**src/rtl/pic_consts.vh**
```
// constants and register map of the prioritized interrupt controller
// Functional notes
// RULE_01: each of the ten sources has its own enable bit that software sets or clears.
// RULE_02: one global enable bit, when zero, blocks every source regardless of the per-source enables.
// RULE_03: each source has a two-bit level from a high bit and a low bit, 0 lowest and 3 highest; the code gives bus, converter and bus overflow no low bit.
// RULE_04: a routine in service is preempted only by a request of strictly higher level.
// RULE_05: a routine running at level 3 is never preempted.
// RULE_06: among requests seen together, the one with the higher level is vectored.
// RULE_07: equal-level ties are broken by the fixed polling order ext0, t0, ext1, t1, counter array, serial, t2, bus, converter, bus timer overflow.
// RULE_08: the bus controller source is raised by transmit-ok, receive-ok, error or overrun, vector 003bh, rank 8.
// RULE_09: the bus timer overflow is its own request with vector 004bh and the lowest rank 10.
// RULE_10: vectors are ext0 0003h, t0 000bh, ext1 0013h, t1 001bh, serial 0023h, t2 002bh, counter array 0033h, converter 0043h.
// RULE_11: the low-priority register holds ext0 to counter array in bits 0 to 6.
// RULE_12: bit 7 of the low-priority register is reserved, reads are undefined and software never writes one.
// RULE_13: the low-priority register resets to zero in bits 6 to 0 and each bit can be written on its own.
// RULE_14: a source's low bit combines with its high bit to give its level.
// RULE_15: during a precision conversion in pseudo-idle other requests are held until it ends.
// RULE_16: only the conversion-done interrupt wakes the core from pseudo-idle, so software must enable it first.
`ifndef PIC_CONSTS_VH
`define PIC_CONSTS_VH
`define PIC_NSRC        10
// register word byte addresses
`define PIC_REG_ENABLE  8'h00
`define PIC_REG_PLOW    8'hb8
`define PIC_REG_PHIGH   8'h04
`define PIC_REG_STATUS  8'h08
`define PIC_REG_MASK    8'h0c
`define PIC_REG_SERVICE 8'h10
`define PIC_REG_BITSET  8'h14
`define PIC_REG_BITCLR  8'h18
`define PIC_GLOBAL_BIT  15
`define PIC_RST_ENABLE  16'h0000
`define PIC_RST_PLOW    7'h00
`define PIC_RST_PHIGH   10'h000
`define PIC_RST_MASK    3'h0
// status bits
`define PIC_ST_TAKEN    0
`define PIC_ST_RETURN   1
`define PIC_ST_WAKE     2
// source indices in polling order
`define PIC_SRC_EXT0    0
`define PIC_SRC_T0      1
`define PIC_SRC_EXT1    2
`define PIC_SRC_T1      3
`define PIC_SRC_CA      4
`define PIC_SRC_SER     5
`define PIC_SRC_T2      6
`define PIC_SRC_BUS     7
`define PIC_SRC_CONV    8
`define PIC_SRC_BOVF    9
`define PIC_VEC_EXT0    16'h0003
`define PIC_VEC_T0      16'h000b
`define PIC_VEC_EXT1    16'h0013
`define PIC_VEC_T1      16'h001b
`define PIC_VEC_SER     16'h0023
`define PIC_VEC_T2      16'h002b
`define PIC_VEC_CA      16'h0033
`define PIC_VEC_BUS     16'h003b
`define PIC_VEC_CONV    16'h0043
`define PIC_VEC_BOVF    16'h004b
`endif

```
**src/rtl/pic_core.v**
```verilog
// prioritized interrupt controller with avalon-mm register slave
//
// The Avalon-MM register port was left to the implementer.
`include "pic_consts.vh"
`timescale 1ns/1ns
`default_nettype none
module pic_core #(
  parameter NSRC = `PIC_NSRC
) (
  input  wire        mclk,
  input  wire        resetn,
  input  wire [7:0]  avs_address,
  input  wire        avs_read,
  input  wire        avs_write,
  input  wire [31:0] avs_writedata,
  input  wire [3:0]  avs_byteenable,
  output reg  [31:0] avs_readdata,
  output wire        avs_waitrequest,
  output reg  [1:0]  avs_response,
  input  wire        external_irq_zero,
  input  wire        external_irq_one,
  input  wire        timer0_overflow_flag,
  input  wire        timer1_overflow_flag,
  input  wire        timer2_overflow_flag,
  input  wire        counter_array_overflow_flag,
  input  wire        module_match_flag,
  input  wire        serial_receive_flag,
  input  wire        serial_transmit_flag,
  input  wire        bus_transmit_ok_flag,
  input  wire        bus_receive_ok_flag,
  input  wire        bus_error_flag,
  input  wire        bus_buffer_overrun_flag,
  input  wire        bus_timer_overflow_flag,
  input  wire        conversion_done_flag,
  input  wire        pseudo_idle_select,
  output reg         core_irq,
  output reg  [15:0] core_vector,
  output reg  [3:0]  core_source,
  input  wire        core_ack,
  input  wire        core_reti,
  output reg         core_wake,
  output wire        irq
);

  // bus handshake states
  localparam [1:0] st_idle = 2'b01;
  localparam [1:0] st_resp = 2'b10;

  reg  [1:0]      bus_state;
  reg  [NSRC-1:0] src_meta;
  reg  [NSRC-1:0] src_sync;
  reg             pidle_meta;
  reg             pidle_sync;
  reg  [15:0]     enable;
  reg  [6:0]      priority_low_reg;
  reg  [9:0]      level_high_bit;
  reg  [2:0]      status;
  reg  [2:0]      mask;
  reg  [3:0]      in_service;
  reg  [1:0]      cur_level;
  reg  [3:0]      stack_depth;
  reg  [7:0]      level_stack;
  wire [NSRC-1:0] raw_req;
  wire [NSRC-1:0] level_low_bit;
  wire [NSRC-1:0] gated;
  reg  [3:0]      win_src;
  reg  [1:0]      win_level;
  reg             win_valid;
  reg  [15:0]     win_vector;
  reg  [2:0]      st_event;
  integer         i;

  // raw requests in polling order
  assign raw_req[`PIC_SRC_EXT0] = external_irq_zero;
  assign raw_req[`PIC_SRC_T0]   = timer0_overflow_flag;
  assign raw_req[`PIC_SRC_EXT1] = external_irq_one;
  assign raw_req[`PIC_SRC_T1]   = timer1_overflow_flag;
  assign raw_req[`PIC_SRC_CA]   = counter_array_overflow_flag |
                                  module_match_flag;
  assign raw_req[`PIC_SRC_SER]  = serial_receive_flag | serial_transmit_flag;
  assign raw_req[`PIC_SRC_T2]   = timer2_overflow_flag;
  assign raw_req[`PIC_SRC_BUS]  = bus_transmit_ok_flag | bus_receive_ok_flag |
                                  bus_error_flag | bus_buffer_overrun_flag;   // RULE_08
  assign raw_req[`PIC_SRC_BOVF] = bus_timer_overflow_flag;                    // RULE_09
  assign raw_req[`PIC_SRC_CONV] = conversion_done_flag;

  // low level bits mapped to polling index
  assign level_low_bit = {3'b000, priority_low_reg};
  wire [NSRC-1:0] low_by_poll;
  genvar g;
  generate
    for (g = 0; g < NSRC; g = g + 1) begin : g_low
      if (g == `PIC_SRC_CA) begin : g_ca
        assign low_by_poll[g] = level_low_bit[6];          // RULE_11
      end else if (g == `PIC_SRC_SER) begin : g_ser
        assign low_by_poll[g] = level_low_bit[4];          // RULE_11
      end else if (g == `PIC_SRC_T2) begin : g_t2
        assign low_by_poll[g] = level_low_bit[5];          // RULE_11
      end else if (g < 7) begin : g_same
        assign low_by_poll[g] = level_low_bit[g];          // RULE_11
      end else begin : g_none
        // bus, converter and bus overflow have no low bit
        assign low_by_poll[g] = 1'b0;
      end
    end
  endgenerate

  // enable gating, global bit overrides all
  assign gated = src_sync & enable[NSRC-1:0] &
                 {NSRC{enable[`PIC_GLOBAL_BIT]}};            // RULE_01 RULE_02

  // pseudo idle leaves only the converter eligible, the rest wait
  wire [NSRC-1:0] conv_only;
  assign conv_only = {{(NSRC-1){1'b0}}, 1'b1} << `PIC_SRC_CONV;
  wire [NSRC-1:0] eligible;
  assign eligible = pidle_sync ? (gated & conv_only) : gated;  // RULE_15

  function [15:0] vec_of;
    input [3:0] s;
    begin
      case (s)
        `PIC_SRC_EXT0: vec_of = `PIC_VEC_EXT0;
        `PIC_SRC_T0:   vec_of = `PIC_VEC_T0;
        `PIC_SRC_EXT1: vec_of = `PIC_VEC_EXT1;
        `PIC_SRC_T1:   vec_of = `PIC_VEC_T1;
        `PIC_SRC_CA:   vec_of = `PIC_VEC_CA;
        `PIC_SRC_SER:  vec_of = `PIC_VEC_SER;
        `PIC_SRC_T2:   vec_of = `PIC_VEC_T2;
        `PIC_SRC_BUS:  vec_of = `PIC_VEC_BUS;                // RULE_08
        `PIC_SRC_CONV: vec_of = `PIC_VEC_CONV;
        `PIC_SRC_BOVF: vec_of = `PIC_VEC_BOVF;               // RULE_09
        default:       vec_of = 16'h0000;
      endcase                                                // RULE_10
    end
  endfunction

  // two-bit level of a source in polling order
  function [1:0] level_of;
    input [NSRC-1:0] hi;
    input [NSRC-1:0] lo;
    input [3:0]      s;
    begin
      level_of = {hi[s], lo[s]};                             // RULE_14
    end
  endfunction

  // arbitration: highest level first, lowest index wins ties
  always @* begin
    win_src   = 4'h0;
    win_level = 2'b00;
    win_valid = 1'b0;
    for (i = NSRC - 1; i >= 0; i = i - 1) begin
      if (eligible[i] && (!win_valid ||
          level_of(level_high_bit, low_by_poll, i[3:0]) >= win_level)) begin
        win_src   = i[3:0];                                  // RULE_06 RULE_07
        win_level = level_of(level_high_bit, low_by_poll, i[3:0]);  // RULE_03
        win_valid = 1'b1;
      end
    end
    win_vector = vec_of(win_src);
  end

  // preemption test
  wire preempt_ok;
  assign preempt_ok = (stack_depth == 4'h0) ||
                      ((cur_level != 2'b11) && (win_level > cur_level));  // RULE_04 RULE_05
  wire take;
  assign take = win_valid && preempt_ok && !core_irq;

  // synchronise asynchronous event inputs
  always @(posedge mclk or negedge resetn) begin
    if (!resetn) begin
      src_meta   <= {NSRC{1'b0}};
      src_sync   <= {NSRC{1'b0}};
      pidle_meta <= 1'b0;
      pidle_sync <= 1'b0;
    end else begin
      src_meta   <= raw_req;
      src_sync   <= src_meta;
      pidle_meta <= pseudo_idle_select;
      pidle_sync <= pidle_meta;
    end
  end

  // vector request, nesting stack
  always @(posedge mclk or negedge resetn) begin
    if (!resetn) begin
      core_irq    <= 1'b0;
      core_vector <= 16'h0000;
      core_source <= 4'h0;
      core_wake   <= 1'b0;
      cur_level   <= 2'b00;
      stack_depth <= 4'h0;
      level_stack <= 8'h00;
      in_service  <= 4'h0;
    end else begin
      core_wake <= 1'b0;
      if (take) begin
        core_irq    <= 1'b1;
        core_vector <= win_vector;
        core_source <= win_src;
        core_wake   <= pidle_sync;                            // RULE_16
      end else if (core_ack) begin
        core_irq    <= 1'b0;
      end
      // nesting runs apart from the request; a return in the same cycle as an acknowledge is dropped
      if (core_ack && core_irq) begin
        level_stack <= {level_stack[5:0], cur_level};
        cur_level   <= level_of(level_high_bit, low_by_poll, core_source);
        stack_depth <= stack_depth + 4'h1;
        in_service  <= core_source;
      end else if (core_reti && stack_depth != 4'h0) begin
        cur_level   <= level_stack[1:0];
        level_stack <= {2'b00, level_stack[7:2]};
        stack_depth <= stack_depth - 4'h1;
      end
    end
  end

  // sticky status events
  always @* begin
    st_event = 3'b000;
    st_event[`PIC_ST_TAKEN]  = take;
    st_event[`PIC_ST_RETURN] = core_reti && !(core_ack && core_irq) &&
                               stack_depth != 4'h0;
    st_event[`PIC_ST_WAKE]   = take && pidle_sync;
  end

  wire wr_hit;
  // a write lands at the edge that ends the response cycle, one edge after the wait state ends
  assign wr_hit = (bus_state == st_resp) && avs_write;
  wire [31:0] wmask;
  assign wmask = {{8{avs_byteenable[3]}}, {8{avs_byteenable[2]}},
                  {8{avs_byteenable[1]}}, {8{avs_byteenable[0]}}};
  wire [31:0] wdat;
  assign wdat = avs_writedata & wmask;

  // register writes
  always @(posedge mclk or negedge resetn) begin
    if (!resetn) begin
      enable           <= `PIC_RST_ENABLE;
      priority_low_reg <= `PIC_RST_PLOW;                      // RULE_13
      level_high_bit   <= `PIC_RST_PHIGH;
      mask             <= `PIC_RST_MASK;
      status           <= 3'b000;
    end else begin
      // set wins over write-one clear
      status <= (status & ~((wr_hit && avs_address == `PIC_REG_STATUS) ?
                            wdat[2:0] : 3'b000)) | st_event;
      if (wr_hit) begin
        case (avs_address)
          `PIC_REG_ENABLE:
            enable <= (enable & ~wmask[15:0]) | wdat[15:0];
          `PIC_REG_PLOW:
            priority_low_reg <= (priority_low_reg & ~wmask[6:0]) |
                                wdat[6:0];                   // RULE_12
          `PIC_REG_PHIGH:
            level_high_bit <= (level_high_bit & ~wmask[9:0]) | wdat[9:0];
          `PIC_REG_MASK:
            mask <= (mask & ~wmask[2:0]) | wdat[2:0];
          `PIC_REG_BITSET:
            if (avs_byteenable[0] && wdat[2:0] != 3'h7)
              priority_low_reg[wdat[2:0]] <= 1'b1;           // RULE_13
          `PIC_REG_BITCLR:
            if (avs_byteenable[0] && wdat[2:0] != 3'h7)
              priority_low_reg[wdat[2:0]] <= 1'b0;           // RULE_13
          default: ;
        endcase
      end
    end
  end

  // bus handshake and read data
  always @(posedge mclk or negedge resetn) begin
    if (!resetn) begin
      bus_state    <= st_idle;
      avs_readdata <= 32'h00000000;
      avs_response <= 2'b00;
    end else begin
      case (bus_state)
        st_idle:
          if (avs_read || avs_write) begin
            bus_state    <= st_resp;
            avs_response <= 2'b00;
            avs_readdata <= 32'h00000000;
            case (avs_address)
              `PIC_REG_ENABLE:  avs_readdata <= {16'h0000, enable};
              `PIC_REG_PLOW:    avs_readdata <= {25'h0, priority_low_reg};  // RULE_12
              `PIC_REG_PHIGH:   avs_readdata <= {22'h0, level_high_bit};
              `PIC_REG_STATUS:  avs_readdata <= {29'h0, status};
              `PIC_REG_MASK:    avs_readdata <= {29'h0, mask};
              `PIC_REG_SERVICE: avs_readdata <= {24'h0, cur_level,
                                                 stack_depth[1:0], in_service};
              `PIC_REG_BITSET, `PIC_REG_BITCLR: ;
              default:          avs_response <= 2'b10;
            endcase
          end
        st_resp:
          bus_state <= st_idle;
        default:
          bus_state <= st_idle;
      endcase
    end
  end

  // request held until the response cycle
  assign avs_waitrequest = (avs_read || avs_write) && (bus_state != st_resp);
  assign irq = |(status & mask);

endmodule // pic_core
`default_nettype wire

```
**config.mk**
```make
export PLATFORM = sky130hd
export DESIGN_NAME = pic_core
export DESIGN_NICKNAME = d
export VERILOG_FILES = /design/src/rtl/pic_core.v
export VERILOG_INCLUDE_DIRS = /design/src /design/src/rtl
export SDC_FILE = /design/constraint.sdc
export NUM_CORES = 1
export LEC_CHECK = 0
export BUFFER_PORTS_ARGS = -buffer_cell sky130_fd_sc_hd__buf_2
export CORE_UTILIZATION = 30
export CTS_BUF_LIST = sky130_fd_sc_hd__clkbuf_8
export DETAILED_ROUTE_END_ITERATION = 10
export PLACE_DENSITY = 0.51
export SYNTH_ARGS = -nofsm -noshare
export SYNTH_HDL_FRONTEND = slang
export SYNTH_SLANG_ARGS = --single-unit
```
**constraint.sdc**
```tcl
create_clock -name mclk -period 13.3 [get_ports mclk]
set_input_delay 1.995 -clock mclk [delete_from_list [all_inputs] [get_ports mclk]]
set_output_delay 1.995 -clock mclk [all_outputs]
set_load 0.1 [all_outputs]
```
Word level (Yosys, flattened, before mapping)

Memory sizes are Yosys's and may differ from the RTL's. A register that Yosys moved wholly into a read port is not among the register bits.
Cells that the tools add are included.

Word-level logic and storage cells: 190
Bits in read-only memories: 96
Input port bits: 66
Output and inout bits: 58
Register bits: 137
Memories: 1

Memories:

| memory          | words | width | rd ports | clocked after memory_dff | write ports | RTL line       | source |
|---|---|---|---|---|---|---|---|
| (no name shown) | 16    | 6     | 1        | 1                        | 0           | pic_core.v:121 | `case (s)` |

Equal/unequal tests: 15
Mux-type cells: 54
Bitwise logic cells: 27
Add/subtract/negate cells: 2
Reductions and logical operators: 58
$lt $le $gt $ge: 13

Operator list:

| cell                 | number |
|---|---|
| $pmux W16 S6         | 1 |
| $mux W4              | 12 |
| $and A16 B16 Y16     | 2 |
| $and A10 B10 Y10     | 3 |
| $mux W2              | 15 |
| $eq A8 B5 Y1 const B | 3 |
| $logic_and A1 B1 Y1  | 22 |
| $pmux W7 S3          | 1 |
| $ge A2 B2 Y1         | 9 |
| $eq A8 B4 Y1 const B | 2 |
| $mux W1              | 16 |
| $mux W8              | 2 |
| $not A16 Y16         | 1 |
| $or A16 B16 Y16      | 1 |
| $and A7 B7 Y7        | 2 |
| $mux W7              | 2 |
| $not A7 Y7           | 2 |
| $or A7 B7 Y7         | 2 |
| $logic_not A1 Y1     | 12 |
| $logic_or A1 B1 Y1   | 11 |
| $mux W10             | 1 |
| $ne A2 B2 Y1 const B | 5 |
| $not A10 Y10         | 1 |
| $or A10 B10 Y10      | 1 |
| other kinds (27)     | 40 |

Logic depth before layout (Yosys ltp)

Gate-level depths: netlist of run 1.

Word-level depth: 47
Depth in mapped cells: 52
Mapped depth without buffers: 51

Worst setup path after synthesis of run 1

No wires, ideal clock.

Path kind: register to register
Start: register with a tool-made name
End: register core_vector[3]
Data required time: 13180 ps
Cell stages (with the launch flop): 50
Period minus slack after synthesis: 10222 ps
Setup slack: 3078 ps
Arrival time: 10102 ps
Setup time: 120 ps
Path buffers: 1
Cells stage by stage: dfrtp_1 > buf_2 > nand2b_1 > a21oi_1 > or2_2 > ha_1 > nor2b_1 > o31a_1 > o31ai_1 > ha_1 > a21o_1 > o21a_1 > o21ai_0 > ha_1 > nand2b_1 > a21oi_1 > a211o_1 > o211ai_1 > [14 not listed] > ha_1 > nand2b_1 > a21oi_1 > o22ai_1 > nand2_1 > o31ai_4 > ha_1 > nand2b_1 > a21o_1 > o21bai_1 > mux2i_1 > o21ai_0 > ha_1 > a221o_1 > a221o_1 > nand4bb_1 > or2_1 > o211a_1

RTL lines:

| item             | RTL line      | source |
|---|---|---|
| end: declaration | pic_core.v:37 | `output reg [15:0] core_vector,` |

==> summary.txt, run 1 <==
Outcome
  • Status: finished clean

Critical path
  • Crit path launch type: register
  • Critical Path Slowest Stage Cell: a221o_1
  • R2R Setup Slk: 1300 ps
  • Top cell by count, worst path: ha_1
  • Critical path's largest stage delay: between 500 and 600 ps
  • Worst r2r path cells: 48
  • Worst Path Max Fanout: 17
  • Crit path required time: about 14,000 ps
  • Crit Path Category: reg2reg
  • Worst r2r dst: core_vector[3]
  • Critical path capture point type: register
  • WP data arrival: between 10,000 and 15,000 ps

Clocking
  • Post-CTS Resized: 0
  • Clock latency at the later pin of the worst-skew pair: 410 ps
  • Clock sinks: between 100 and 150
  • Clock-pin slew on the worst setup and hold paths: 100 ps
  • Setup bufs post-CTS: 0
  • Root Driver: clkbuf_8
  • CTS H-tree depth: 3
  • Hold Buf Count CTS: 0
  • Clock Path Buffers: 2
  • CTS tree: yes
  • CTS Buf Count: 9

Synthesis
  • Xor/xnor share of the synthesized area: 0.00602
  • YS warnings: 0
  • Multiplexer share of the synthesized area: 0.105
  • Ys async rst share: 1.00
  • EDFF count, synth: 0
  • Compound-Gate Fraction of Synth Area: 0.160
  • Largest cells by area after synthesis: dfrtp_1 (46%), mux2_2 (6.4%), nand2_1 (4.6%)
  • Primary FF master, synth: dfrtp_1
  • Seq cells post-synth: 109
  • Dominant cell type by area after synthesis: dfrtp_1
  • Post-Synth Adder-Cell Area: 0.0422
  • Cell Area, Synth: 5820 µm²
  • Largest family of logic cells by synthesized area: compound AO/OA/AOI/OAI gates
  • Synth cell types: 73
  • Cells after Synth: 570
  • Mapped Avg Cell Area: about 10 µm²
  • Area share of the largest cell type after synthesis: 0.465
  • Most common cell in the synthesized netlist: dfrtp_1
  • Simple-gate area share of the yosys netlist: 0.154
  • Sequential share of the synthesized area: 0.469
  • Commonest cells post-synth: dfrtp_1 (108), nand2_1 (72), mux2_2 (33)

Floorplanning
  • Total core area: 18,800 µm²
  • Starting Density: 0.309
  • I/O pins: 124
  • Die area: 20,000 µm²
  • Die X: roughly 140 µm
  • Site Rows: 50
  • DIE HEIGHT: 141 µm

Drt
  • Final wirelength: 15.7 mm
  • Vias post-DR: around 4,500
  • Drt pass-1 iters: 5
  • Detailed-route DRC error count: 0
  • DRT iter0 DRCs: a little under 300
  • Vias per cell: 5.01
  • Post-DRT Antenna Nets: 0
  • Avg WL per Cell: 17.3 µm

Power and ir drop
  • Leakage: 0.00314 µW
  • PwrDens: 132 nW/µm²
  • VDD IR max: 0.0471 mV

Global route
  • Vias in the first global route: 4,457
  • Total congestion overflow: 0
  • Antenna violations before repair: 0
  • Largest net degree at the start of global routing: between 50 and 60
  • First-pass GRT wire length: between 20 and 25 mm
  • GRT Total Usage: 0.165

STA
  • RSZ-0062 raised after global routing: no
  • Clock skew: 18.4 ps
  • Slew Limit Headroom: 0.434
  • Max Slew Vio Count: 0
  • Worst Tran Pin Value: 849 ps
  • Post-layout minimum cycle time: between 10,000 and 15,000 ps
  • Final Setup Violations: 0
  • Period Utilization, post-route: 0.902
  • Max Clock Freq: 0.0833 GHz
  • Hold Vio Cnt, Final: 0
  • Setup tns final: 0 ps

Worst hold path
  • Min-delay src: src_meta[2]
  • Hold EP: src_sync[2]
  • Hold path depth: 0
  • Worst Hold Class: reg2reg

Place
  • # port buffers: 78
  • DP Area: 6380 µm²
  • Post-DP HPWL: 11.5 mm
  • GP Congestion: 0.872

Flow run
  • Max-cap violations: 0

Layout
  • Post-route cell area: around 6600 µm²
  • Fin nets: 726
  • Layout cells sized above 1: 0.229
  • Area Growth Syn to Fin: 13.0%
[routing by layer]
metal  track usage  wire length [µm]  up-vias
met5             0                 0        -
met4        0.0555               176        0
met3        0.0313               638       15
met2         0.261              7300      128
met1         0.227              7570     2257
li1              -                 -     2139
[worst max path at each step]
stage / startpoint / endpoint / slack (ps) / cells past startpoint
final: register / core_vector[3] / 1300 / 48
after global routing: pidle_sync / core_vector[3] / 420 / 48
after CTS: register / core_vector[3] / 1270 / 48
after detailed placement: register / core_vector[3] / 1340 / 48
after global placement: register / core_vector[3] / 1510 / 48
after floorplan: register / core_vector[3] / 3080 / 49
[critical path: cells and delay by family, from the launching register on]
family	cells	cell delay, ps
adders and majority gates	8	2160
and+or+nand+nor	13	2470
DFF	1	530
AOI/OAI and AO/OA	27	6710
[cell usage in the layout, fill, tap and decap left out, types with 3 or more instances in the layout]
master / netlist / final
nand4b_1: 4 / 4
mux2_2: 33 / 33
nor2_1: 32 / 32
and3_1: 3 / 3
ha_1: 18 / 18
nand4_1: 5 / 5
conb_1: 1 / 27
nand2b_1: 12 / 12
nand2_1: 72 / 72
inv_1: 22 / 23
a222oi_1: 6 / 6
dfrtp_1: 108 / 108
clkbuf_8: 0 / 9
or2_2: 3 / 3
o211ai_1: 9 / 9
or4_1: 3 / 3
buf_2: 1 / 77
a21o_1: 6 / 6
buf_4: 28 / 5
a31oi_1: 8 / 8
nor2b_1: 3 / 3
nor3_1: 6 / 6
a22oi_1: 13 / 13
o21a_1: 4 / 4
mux4_2: 3 / 3
nand3_1: 22 / 22
a22o_1: 3 / 3
o21ai_0: 31 / 31
a21oi_1: 20 / 20
nand3b_1: 3 / 3
mux2i_1: 17 / 17
and2_1: 3 / 3
[area by class of cell]
class                      count  area, µm²
sequential                   109       2730
inverter                      22       82.6
antenna                        1       2.50
fill                        1897      12300
timing repair buffer          82        423
tap                          260        325
multi-input combinational    417       2820
clock buffer                   9        124
clock inverter                 6       71.3
[kinds of logic after synthesis]
family | Yosys count
AOI/OAI and AO/OA | 130
buffers and inverters | 70
and+or+nand+nor | 184
xor gates and xnor gates | 4
DFF | 109
muxes | 53
adders and majority gates | 19
other | 1
[through the flow]
stage	total power, µW	hold slack (ps)	setup slack (ps)	std cells	utilization
2_1_floorplan	609	331	3080	596	-
3_3_place_gp	656	335	1510	890	0.339
3_5_place_dp	662	335	1340	890	0.339
4_1_cts	878	358	1270	905	0.349
5_1_grt	909	370	419	905	0.349
6_report	866	356	1300	906	0.349
[where the power goes]
part	switching, µW	total (µW)	leakage [µW]	internal (µW)
logic	218	267	0.00165	49.2
registers	24.3	386	0.00139	362
clock network	125	213	0.000103	88.6
Power figures use the tool's default switching activity.
==> run 2, diff against run 1 <==
- PLACE_DENSITY: 0.51 -> 0.45
==> summary.txt, run 2 (same netlist as run 1, synthesis figures left out) <==
Layout
  • Commonest non-fill, non-tap cell in the layout: dfrtp_1
  • Fin nets: 726 (unchanged)
  • Post-route cell area: 6600 µm² (+0.40%)
  • Diode count: 0 (-1)
  • Most frequent cells in the layout: dfrtp_1 (108), buf_2 (77), nand2_1 (72)
  • Layout cells sized above 1: 0.231 (+0.00119)
  • Area Growth Syn to Fin: 13.5%

Power and ir drop
  • Clock power share: 0.261 (+0.015)
  • VDD IR max: 0.0539 mV (+14%)
  • P_sw: 359 µW (-2.3%)
  • Sw frac: 0.407 (-0.0164)
  • Int Pwr: 522 µW (+4.5%)
  • Combinational share of power: 0.302 (-0.006)
  • Leakage: 0.00315 µW (+0.47%)
  • Reg power frac: 0.438 (-0.007)
  • PwrDens: 133 nW/µm² (+1.3%)

Floorplanning
  • DIE HEIGHT: 141 µm (unchanged)
  • Die X: 141 µm (unchanged)
  • Total core area: 18,800 µm² (unchanged)
  • Starting Density: 0.309 (unchanged)
  • Die area: 20,000 µm² (unchanged)
  • Site Rows: 50 (unchanged)
  • I/O pins: 124 (unchanged)

STA
  • RSZ-0062 raised after global routing: no
  • Setup tns final: 0 ps (unchanged)
  • Max Clock Freq: 0.0838 GHz (+0.56%)
  • Max Slew Vio Count: 0 (unchanged)
  • Clock skew: 9.89 ps (-8.56 ps)
  • Hold WS: 358 ps (+1.73 ps)
  • Setup WS post-layout: 1360 ps (+67.0 ps)
  • Period Utilization, post-route: 0.897 (-0.00503)
  • Post-layout minimum cycle time: 11,940 ps (-67.0 ps)
  • Slew Limit Headroom: 0.347 (-0.0863)
  • Hold Vio Cnt, Final: 0 (unchanged)
  • Final Setup Violations: 0 (unchanged)
  • Worst Tran Pin Value: 979 ps (+130 ps)

Clocking
  • Clock Path Buffers: 2 (unchanged)
  • Clock latency at the later pin of the worst-skew pair: 390 ps (-20 ps)
  • Clock sinks: 109 (unchanged)
  • Hold Buf Count CTS: 0 (unchanged)
  • CTS tree: yes
  • CTS H-tree depth: 3 (unchanged)
  • Root Driver: clkbuf_8
  • Post-CTS Resized: 0 (unchanged)
  • Clock-pin slew on the worst setup and hold paths: 100 ps (about the same)
  • CTS Buf Count: 9 (unchanged)
  • Setup bufs post-CTS: 0 (unchanged)

Place
  • Post-DP HPWL: 11.4 mm (-0.77%)
  • DP Area: 6380 µm² (unchanged)
  • GP Congestion: 0.827 (-5.2%)
  • # port buffers: 78 (unchanged)
  • Setup slack after placement: 1430 ps (+92.1 ps)

Critical path
  • Critical Path Slowest Stage Cell: a221o_1
  • Worst Path Max Fanout: 17 (unchanged)
  • Critical path capture point type: register
  • Crit path required time: 13,590 ps (about the same)
  • Cell family with most CP delay: compound AO/OA/AOI/OAI gates
  • WP data arrival: 12,220 ps (-80 ps)
  • CP bufs+invs: 0 (unchanged)
  • Top cell by count, worst path: ha_1
  • Crit path launch type: register
  • Crit Path Category: reg2reg
  • Critical path's largest stage delay: 600 ps (about the same)

Global route
  • Antenna violations before repair: 1 (+1)
  • GRT Total Usage: 0.162 (-0.00313)
  • Vias in the first global route: 4,369 (-2.0%)
  • Total congestion overflow: 0 (unchanged)
  • Largest net degree at the start of global routing: 76 (+31%)
  • First-pass GRT wire length: 24.5 mm (-1.5%)

Worst hold path
  • Worst Hold Class: reg2reg

Outcome
  • Status: finished clean

Drt
  • Final wirelength: 15.3 mm (-2.7%)
  • Drt pass-1 iters: 4 (-1)
  • Vias post-DR: 4,505 (-0.75%)
  • Detailed-route DRC error count: 0 (unchanged)
  • Post-DRT Antenna Nets: 0 (unchanged)
  • Avg WL per Cell: 16.8 µm (-2.7%)
  • Vias per cell: 4.97 (-0.75%)
  • DRT iter0 DRCs: 313 (+5.7%)

Flow run
  • Max-cap violations: 0 (unchanged)
==> run 2: power groups by stage <==
stage	Clock [µW]	Sequential, µW	Combinational, µW
2_1_floorplan	0	494	114
3_3_place_gp	0	392	266
3_5_place_dp	0	392	268
4_1_cts	240	386	268
5_1_grt	251	391	283
6_report	230	385	266
==> run 2: final timing paths <==
kind / cells past startpoint / from / slack, ps / to
worst min-delay path: 0 / src_meta[4] / 360 / src_sync[4]
worst max-delay path: 48 / register / 1360 / core_vector[3]
worst max register to register: 48 / register / 1360 / core_vector[3]
min in group asynchronous: 1 / resetn / 1540 / pidle_meta
worst min register to register: 0 / src_meta[4] / 360 / src_sync[4]
max in group asynchronous: 2 / resetn / 10430 / in_service[3]
==> run 2: routing by layer <==
| layer | part of all wire | GRT usage | wire (µm) |
|---|---|---|---|
| met1 | 0.48 | 0.224 | 7250 |
| met2 | 0.45 | 0.250 | 6900 |
| met3 | 0.054 | 0.0350 | 826 |
| met4 | 0.017 | 0.0555 | 267 |
| met5 | 0.00079 | 0 | 12 |
==> run 2: area by class of cell <==
class	instances	area, µm²
Multi-Input combinational cell	417	2820
Sequential cell	109	2730
Clock buffer	10	138
Tap cell	260	325
Inverter	22	82.6
Clock inverter	6	86.3
Timing Repair Buffer	82	423
Fill cell	1937	12200
==> run 2: metrics by stage <==
step	total power, µW	cells	utilization
6_report	881	906	0.350
5_1_grt	925	906	0.350
4_1_cts	894	906	0.350
3_5_place_dp	660	890	0.339
3_3_place_gp	657	890	0.339
2_1_floorplan	609	596	-
